**src/hdl/rtc_pkg.sv**
```systemverilog
// Shared constants and types for the seconds, minutes and trim slice of the real-time clock.
package rtc_pkg;
	// Byte addresses of the three registers on the serial control port.
	localparam logic [7:0] ADDR_TRIM = 8'h11;
	localparam logic [7:0] ADDR_SEC = 8'h12;
	localparam logic [7:0] ADDR_MIN = 8'h13;
	// Position of the busy flag inside the seconds register.
	localparam int SEC_BUSY_BIT = 7;
	// Width of the trim code field, bits 6 to 0.
	localparam int TRIM_W = 7;
	// Width of the seconds and minutes fields, bits 5 to 0.
	localparam int TIME_W = 6;
	// Highest value of a seconds or minutes count before it wraps.
	localparam logic [5:0] TIME_MAX = 6'h3b;
	// Zero value of the seconds and minutes counts.
	localparam logic [5:0] TIME_ZERO = 6'h00;
	// Trim code that gives no correction, and the reset value of the trim register.
	localparam logic [7:0] TRIM_CENTER = 8'h3c;
	// Nominal timebase ticks in one second.
	localparam int NOM_TICKS = 32768;
	// One timebase tick, expressed in half-ppm units scaled by the nominal tick count.
	localparam logic signed [24:0] TICK_UNITS = 25'sd2000000;
	// Left shift that multiplies a half-ppm step by the nominal tick count.
	localparam int STEP_SHIFT = 15;
	// Time that the busy flag stands while the counters update.
	localparam int BUSY_TIME_NS = 100;
	// Period of core_clk.
	localparam int CLK_PERIOD_NS = 10;
	// Busy window in core_clk cycles, rounded up.
	localparam int BUSY_CYCLES = (BUSY_TIME_NS + CLK_PERIOD_NS - 1) / CLK_PERIOD_NS;
	// One register access request from the serial control port decoder.
	typedef struct packed {
		logic write;
		logic read;
		logic [7:0] addr;
		logic [7:0] wdata;
	} reg_req_t;
endpackage

```
**src/hdl/rtc_seconds_minutes_trim.sv**
```systemverilog
// Seconds and minutes counters with busy flag and half-ppm rate trim.
// Operation
// - Rate shifts by (trim code minus 60)/2 ppm.
// - Trim span is -30 to +33.5 ppm.
// - Busy in seconds bit 7; host waits.
// - Seconds count bits 5:0, 0 to 59.
// - Minutes count bits 5:0, 0 to 59.
// - Reset clears whole seconds register, busy included.
module rtc_seconds_minutes_trim #(
	parameter int TICKS_PER_SEC = rtc_pkg::NOM_TICKS
) (
	input wire logic core_clk,
	input wire logic reset,
	input rtc_pkg::reg_req_t reg_req,
	output logic [7:0] reg_rdata,
	input wire logic timebase_pin,
	output logic minute_carry,
	output logic busy
);
	// Synchroniser for the low-frequency timebase pin, plus one stage for edge detection.
	logic tb_meta_reg, tb_sync_reg, tb_prev_reg;
	logic tb_meta_next, tb_sync_next, tb_prev_next;
	// Rising edge of the synchronised timebase; one per tick.
	logic tick;
	// Ticks counted in the current second, and the length of this second in ticks.
	logic [16:0] tick_cnt_reg, tick_cnt_next;
	logic [16:0] len_reg, len_next;
	// Signed trim error, carried from second to second.
	logic signed [24:0] acc_reg, acc_next;
	// Busy window counter; the counters advance as it runs out.
	logic [7:0] busy_cnt_reg, busy_cnt_next;
	// Register contents.
	logic [rtc_pkg::TRIM_W-1:0] trim_reg, trim_next;
	logic [rtc_pkg::TIME_W-1:0] sec_reg, sec_next;
	logic [rtc_pkg::TIME_W-1:0] min_reg, min_next;
	// Read data and carry pulse, both registered.
	logic [7:0] rdata_reg, rdata_next;
	logic carry_reg, carry_next;
	// Length of the busy window as a local constant, so that property delays stay plain.
	localparam int BUSY_LEN = rtc_pkg::BUSY_CYCLES;
	// Helpers for the second boundary and the trim arithmetic.
	logic sec_end, advance;
	logic signed [7:0] delta;
	logic signed [24:0] step, acc_sum;

	// Timebase synchroniser; only the second and third stages are looked at.
	always_comb begin
		tb_meta_next = timebase_pin;
		tb_sync_next = tb_meta_reg;
		tb_prev_next = tb_sync_reg;
		tick = tb_sync_reg & ~tb_prev_reg;
	end

	always_ff @(posedge core_clk) begin
		if (reset) begin
			tb_meta_reg <= 1'b0;
			tb_sync_reg <= 1'b0;
			tb_prev_reg <= 1'b0;
		end else begin
			tb_meta_reg <= tb_meta_next;
			tb_sync_reg <= tb_sync_next;
			tb_prev_reg <= tb_prev_next;
		end
	end

	// Second pacing with trim: each second's length is nominal, or one tick shorter or
	// longer when the accumulated error reaches a whole tick.
	always_comb begin
		sec_end = tick && (tick_cnt_reg == len_reg - 17'd1);
		// Offset code minus the centre gives the correction in half-ppm steps.
		delta = signed'({1'b0, trim_reg}) - signed'(rtc_pkg::TRIM_CENTER);
		step = 25'(delta) <<< rtc_pkg::STEP_SHIFT;
		acc_sum = acc_reg + step;
		tick_cnt_next = tick_cnt_reg;
		len_next = len_reg;
		acc_next = acc_reg;
		if (sec_end) begin
			tick_cnt_next = '0;
			// A fast trim drops one tick, a slow trim adds one; the remainder carries.
			if (acc_sum >= rtc_pkg::TICK_UNITS) begin
				len_next = 17'(TICKS_PER_SEC - 1);
				acc_next = acc_sum - rtc_pkg::TICK_UNITS;
			end else if (acc_sum <= -rtc_pkg::TICK_UNITS) begin
				len_next = 17'(TICKS_PER_SEC + 1);
				acc_next = acc_sum + rtc_pkg::TICK_UNITS;
			end else begin
				len_next = 17'(TICKS_PER_SEC);
				acc_next = acc_sum;
			end
		end else if (tick) begin
			tick_cnt_next = tick_cnt_reg + 17'd1;
		end
	end

	always_ff @(posedge core_clk) begin
		if (reset) begin
			tick_cnt_reg <= '0;
			len_reg <= 17'(TICKS_PER_SEC);
			acc_reg <= '0;
		end else begin
			tick_cnt_reg <= tick_cnt_next;
			len_reg <= len_next;
			acc_reg <= acc_next;
		end
	end

	// Busy window: opens at the second boundary, and the counts move on its last cycle.
	always_comb begin
		busy_cnt_next = busy_cnt_reg;
		if (sec_end) begin
			busy_cnt_next = 8'(rtc_pkg::BUSY_CYCLES);
		end else if (busy_cnt_reg != 8'h00) begin
			busy_cnt_next = busy_cnt_reg - 8'h01;
		end
		advance = (busy_cnt_reg == 8'h01);
		busy = (busy_cnt_reg != 8'h00);
	end

	always_ff @(posedge core_clk) begin
		if (reset) begin
			busy_cnt_reg <= '0;
		end else begin
			busy_cnt_reg <= busy_cnt_next;
		end
	end

	// Counters and register writes. Time writes are dropped while busy; the trim may
	// change at any time and takes effect at the next second boundary.
	always_comb begin
		trim_next = trim_reg;
		sec_next = sec_reg;
		min_next = min_reg;
		carry_next = 1'b0;
		if (advance) begin
			// Seconds wrap at 59 and carry into minutes, minutes carry out to hours.
			if (sec_reg >= rtc_pkg::TIME_MAX) begin
				sec_next = rtc_pkg::TIME_ZERO;
				if (min_reg >= rtc_pkg::TIME_MAX) begin
					min_next = rtc_pkg::TIME_ZERO;
					carry_next = 1'b1;
				end else begin
					min_next = min_reg + 6'h01;
				end
			end else begin
				sec_next = sec_reg + 6'h01;
			end
		end else if (reg_req.write && !busy) begin
			if (reg_req.addr == rtc_pkg::ADDR_SEC) begin
				sec_next = reg_req.wdata[rtc_pkg::TIME_W-1:0];
			end else if (reg_req.addr == rtc_pkg::ADDR_MIN) begin
				min_next = reg_req.wdata[rtc_pkg::TIME_W-1:0];
			end
		end
		if (reg_req.write && reg_req.addr == rtc_pkg::ADDR_TRIM) begin
			trim_next = reg_req.wdata[rtc_pkg::TRIM_W-1:0];
		end
	end

	always_ff @(posedge core_clk) begin
		if (reset) begin
			trim_reg <= rtc_pkg::TRIM_CENTER[rtc_pkg::TRIM_W-1:0];
			sec_reg <= rtc_pkg::TIME_ZERO;
			min_reg <= rtc_pkg::TIME_ZERO;
			carry_reg <= 1'b0;
		end else begin
			trim_reg <= trim_next;
			sec_reg <= sec_next;
			min_reg <= min_next;
			carry_reg <= carry_next;
		end
	end

	// Read path: data is registered one cycle after the read; unmapped reads give zero.
	always_comb begin
		rdata_next = rdata_reg;
		if (reg_req.read) begin
			case (reg_req.addr)
				rtc_pkg::ADDR_TRIM: rdata_next = {1'b0, trim_reg};
				// Busy flag above a reserved zero bit and the seconds count.
				rtc_pkg::ADDR_SEC: rdata_next = {busy, 1'b0, sec_reg};
				rtc_pkg::ADDR_MIN: rdata_next = {2'b00, min_reg};
				default: rdata_next = 8'h00;
			endcase
		end
	end

	always_ff @(posedge core_clk) begin
		if (reset) begin
			rdata_reg <= 8'h00;
		end else begin
			rdata_reg <= rdata_next;
		end
	end

	assign reg_rdata = rdata_reg;
	assign minute_carry = carry_reg;
endmodule

```
**config.mk**
```make
export PLATFORM = sky130hd
export DESIGN_NAME = rtc_seconds_minutes_trim
export DESIGN_NICKNAME = d
export VERILOG_FILES = /design/src/hdl/rtc_pkg.sv /design/src/hdl/rtc_seconds_minutes_trim.sv
export SDC_FILE = /design/constraint.sdc
export NUM_CORES = 1
export LEC_CHECK = 0
export BUFFER_PORTS_ARGS = -buffer_cell sky130_fd_sc_hd__buf_4
export CORE_ASPECT_RATIO = 0.8
export CORE_UTILIZATION = 50
export DETAILED_ROUTE_END_ITERATION = 8
export GPL_TIMING_DRIVEN = 0
export PLACE_DENSITY_LB_ADDON = 0.2
export SYNTH_ARGS = -nofsm -noshare
export SYNTH_HDL_FRONTEND = slang
export SYNTH_SLANG_ARGS = --single-unit
```
**constraint.sdc**
```tcl
create_clock -name core_clk -period 3.8 [get_ports core_clk]
set_input_delay 0.38 -clock core_clk [delete_from_list [all_inputs] [get_ports core_clk]]
set_output_delay 0.38 -clock core_clk [all_outputs]
set_load 0.05 [all_outputs]
```
==> metrics.md <==
| Metric | Value |
|---|---|
| Status | `completed` |
| Cell Rows | `31` |
| Initial antenna violation count | `0` |
| CTS root buffer | `clkbuf_16` |
| # clock sinks | `77` |
| DP HPWL | `8980 um` |
| WHS Endpoint | `tb_meta_reg` |
| Slew @ Worst Pin | `0.842 ns` |
| Crit path max fanout | `10` |
| Global route overflow | `0` |
| Hold depth | `2` |
| Reg2reg start | `trim_reg[3]` |
| CP max-delay cell | `o22ai_1` |
| Die Area | `10100 um2` |
| Ranking of synthesized cells by area | `dfxtp_1 (32%), nor2_1 (5.7%), ha_1 (5.2%), nand2_1 (4.7%), xor2_1 (3.4%)` |
| Final hold violation count | `0` |
| Endpoints failing setup | `0` |
| Starting DRC count in detailed routing | `300` |
| Worst IR drop on VDD | `338 uV` |
| RePlAce Congestion | `0.915` |
| Power per cell area | `404 nW/um2` |
| RSZ-0062 raised after global routing | `no` |
| Buffers on Ports | `28` |
| Post-DRT Antenna Nets | `0` |
| Vias | `4618` |
| Largest area contributor in the netlist | `dfxtp_1` |
| Synthesis-stage register bit count | `77` |
| First-pass DRT Iterations | `5` |
| Setup Skew | `0.00662 ns` |
| All-layer global routing usage | `0.255` |
| Worst Setup Start Kind | `flip-flop` |
| Post-CTS Setup Bufs | `0` |
| Clk slew on worst S/H paths | `0.06 ns` |
| Internal power | `1510 uW` |
| Routed WL | `12200 um` |
| Synth Instances | `602` |
| Setup_tns | `0 ns` |
| Leak | `0.00221 uW` |
| Ys Warns | `0` |
| Count of cell types in the netlist | `70` |
| Fin nets | `683` |
| Max_cap viols | `0` |
| Syn_nets | `644` |
| Fmax achieved | `281 MHz` |
| Sw Share | `0.316` |
| Design Power | `2210 uW` |
| Most numerous cell in the Yosys netlist | `dfxtp_1` |
| NetSw | `698 uW` |
| Mean post-synth cell area | `8.04 um2` |
| Top FF cell, synth | `dfxtp_1` |
| Buf+Inv Stages, Crit Path | `1` |
| Starting density of the core | `0.524` |
| Post-CTS resize count | `0` |
| CTS Hold Bufs | `0` |
| Clk pwr share | `0.367` |
| Hold Crit Start | `timebase_pin` |
| Top cells by count, synth | `dfxtp_1 (77), nor2_1 (74), nand2_1 (60)` |
| Core Box Area | `9230 um2` |
| FF-to-FF setup slack | `0.24 ns` |
| Slew margin rel. | `0.434` |
| Residual DRC | `0` |
| Combinational power share | `0.216` |
| Critical path's top delay family | `compound AO/OA/AOI/OAI gates` |
| Kind of critical path | `flip-flop to flip-flop` |
| Met3 routed WL | `745 um` |
| CP arrival | `3.80 ns` |
| Top-area cell type share of the netlist area | `0.319` |
| Non-Filler Instances | `761` |
| Chip Height | `90.0 um` |
| Area of the mapped netlist | `4840 um2` |
| Final period utilization | `0.936` |
| Num CTS Buffers | `9` |
| Worst hold-check path type | `primary input to flip-flop` |
| Critical Path Max Stage Delay | `0.43 ns` |
| Worst-case clock buffer depth | `2` |
| Fraction of layout cells with a size suffix above 1 | `0.111` |
| Fillers | `847` |
| Worst skew pair latency | `0.34 ns` |
| Worst Reg-to-Reg Cells | `13` |
| Vias in the first global route | `4315` |
| Max-slew violation count | `0` |
| Met1 WL | `5730 um` |
| Placed insts | `745` |
| Setup crit end kind | `flip-flop` |
| Cells along the critical path | `ha_1 > nand3_1 > xor2_1 > ha_1 > a21o_1 > a21o_1 > a22o_1 > o22ai_1 > o31ai_4 > buf_2 > nor4b_1 > nor3_1 > o31ai_1` |
| H-Tree Depth | `3` |
| R2R Path End | `acc_reg[12]` |
| Max reg flops | `18` |
| Via density | `6.07` |
| EDFF count, synth | `0` |
| Routed wire per std cell | `16.0 um` |
| Sequential power share | `0.418` |
| Sequential element share of the synthesized area | `0.319` |
| Diode count | `0` |
| Chip width | `112 um` |
| CTS tree | `done` |
| Period minus WS final | `3.56 ns` |
| Top routing layer in use | `met4` |
| Global-route wire length before repair | `20500 um` |
| Async SR Flop Fraction | `0` |
| P&R area growth vs syn | `13.2%` |
| Largest net degree at the start of global routing | `13` |
| CP required | `4.05 ns` |
| Met2 WL post-DR | `5470 um` |
| Num ports | `31` |
[per-stage QoR]
step | cell area [um2] | hold slack (ns) | utilization | setup WS [ns]
2_1_floorplan | 4840 | 0.414 | - | 0.700
3_3_place_gp | 5190 | 0.418 | 0.562 | 0.352
3_5_place_dp | 5190 | 0.425 | 0.562 | 0.283
4_1_cts | 5470 | 0.242 | 0.593 | 0.277
5_1_grt | 5480 | 0.256 | 0.593 | 0.0485
6_report | 5480 | 0.246 | 0.593 | 0.243
[cell families after synthesis]
kind of cell	count (synthesis)	synth area share
fa+ha+maj	21	0.0559
xor+xnor	37	0.0701
compound gates	146	0.211
simple gates	249	0.256
buf+inv	54	0.0491
flops	77	0.319
mux	18	0.0388
[worst register-to-register path, stage by stage (launching register included)]
cell and delay, ns:
dfxtp_1 0.40, ha_1 0.22, nand3_1 0.10, xor2_1 0.17
ha_1 0.37, a21o_1 0.22, a21o_1 0.20, a22o_1 0.24
o22ai_1 0.44, o31ai_4 0.24, buf_2 0.25, nor4b_1 0.30
nor3_1 0.11, o31ai_1 0.21
[layer usage]
metal,GRT usage,vias up
met3,0.0519,22
met1,0.345,2174
met5,0,-
met2,0.394,156
li1,-,2266
met4,0.107,0
[how the worst max path moves through the flow]
stage	start	end	slack [ns]	cells past startpoint
6_report	trim_reg[3]	acc_reg[12]	0.24	13
5_1_grt	trim_reg[3]	acc_reg[10]	0.05	13
4_1_cts	trim_reg[3]	acc_reg[12]	0.28	13
3_5_place_dp	trim_reg[2]	acc_reg[12]	0.28	13
3_3_place_gp	trim_reg[0]	acc_reg[10]	0.35	12
2_1_floorplan	trim_reg[2]	acc_reg[10]	0.70	12
[layout make-up]
cell class / instances / area, um2 / share of cell area
sequential: 77 / 1540 / 0.281
clock inverter: 3 / 20.0 / 0.00365
inverter: 25 / 93.8 / 0.0171
tap: 115 / 144 / 0.0263
clock buffer: 13 / 260 / 0.0475
timing repair buffer: 28 / 210 / 0.0384
buffer: 29 / 144 / 0.0263
multi-input combinational: 471 / 3060 / 0.559
[cells in the final DEF (no fill, tap or decap), types with 9 or more instances in the layout]
master / netlist / final
nand2b_1: 9 / 9
nor4_1: 10 / 9
inv_1: 24 / 24
mux2i_1: 12 / 12
nand4_1: 14 / 14
clkbuf_1: 14 / 16
nor3_1: 14 / 14
nand3_1: 27 / 27
nand2_1: 60 / 60
xnor2_1: 16 / 16
clkbuf_16: 0 / 9
o21ai_0: 17 / 17
a21oi_1: 30 / 30
nor2_1: 74 / 74
buf_4: 1 / 29
a211oi_1: 10 / 10
xor2_1: 19 / 19
a22oi_1: 12 / 12
o22ai_1: 10 / 10
dfxtp_1: 77 / 77
ha_1: 20 / 20
[power by group through the flow]
stage | combinational (uW) | sequential [uW] | clock, uW
floorplan | 360 | 925 | 0
global placement | 457 | 939 | 0
detailed placement | 473 | 939 | 0
CTS | 474 | 923 | 830
global route | 534 | 933 | 863
finish | 477 | 924 | 811
Power figures use the tool's default switching activity.
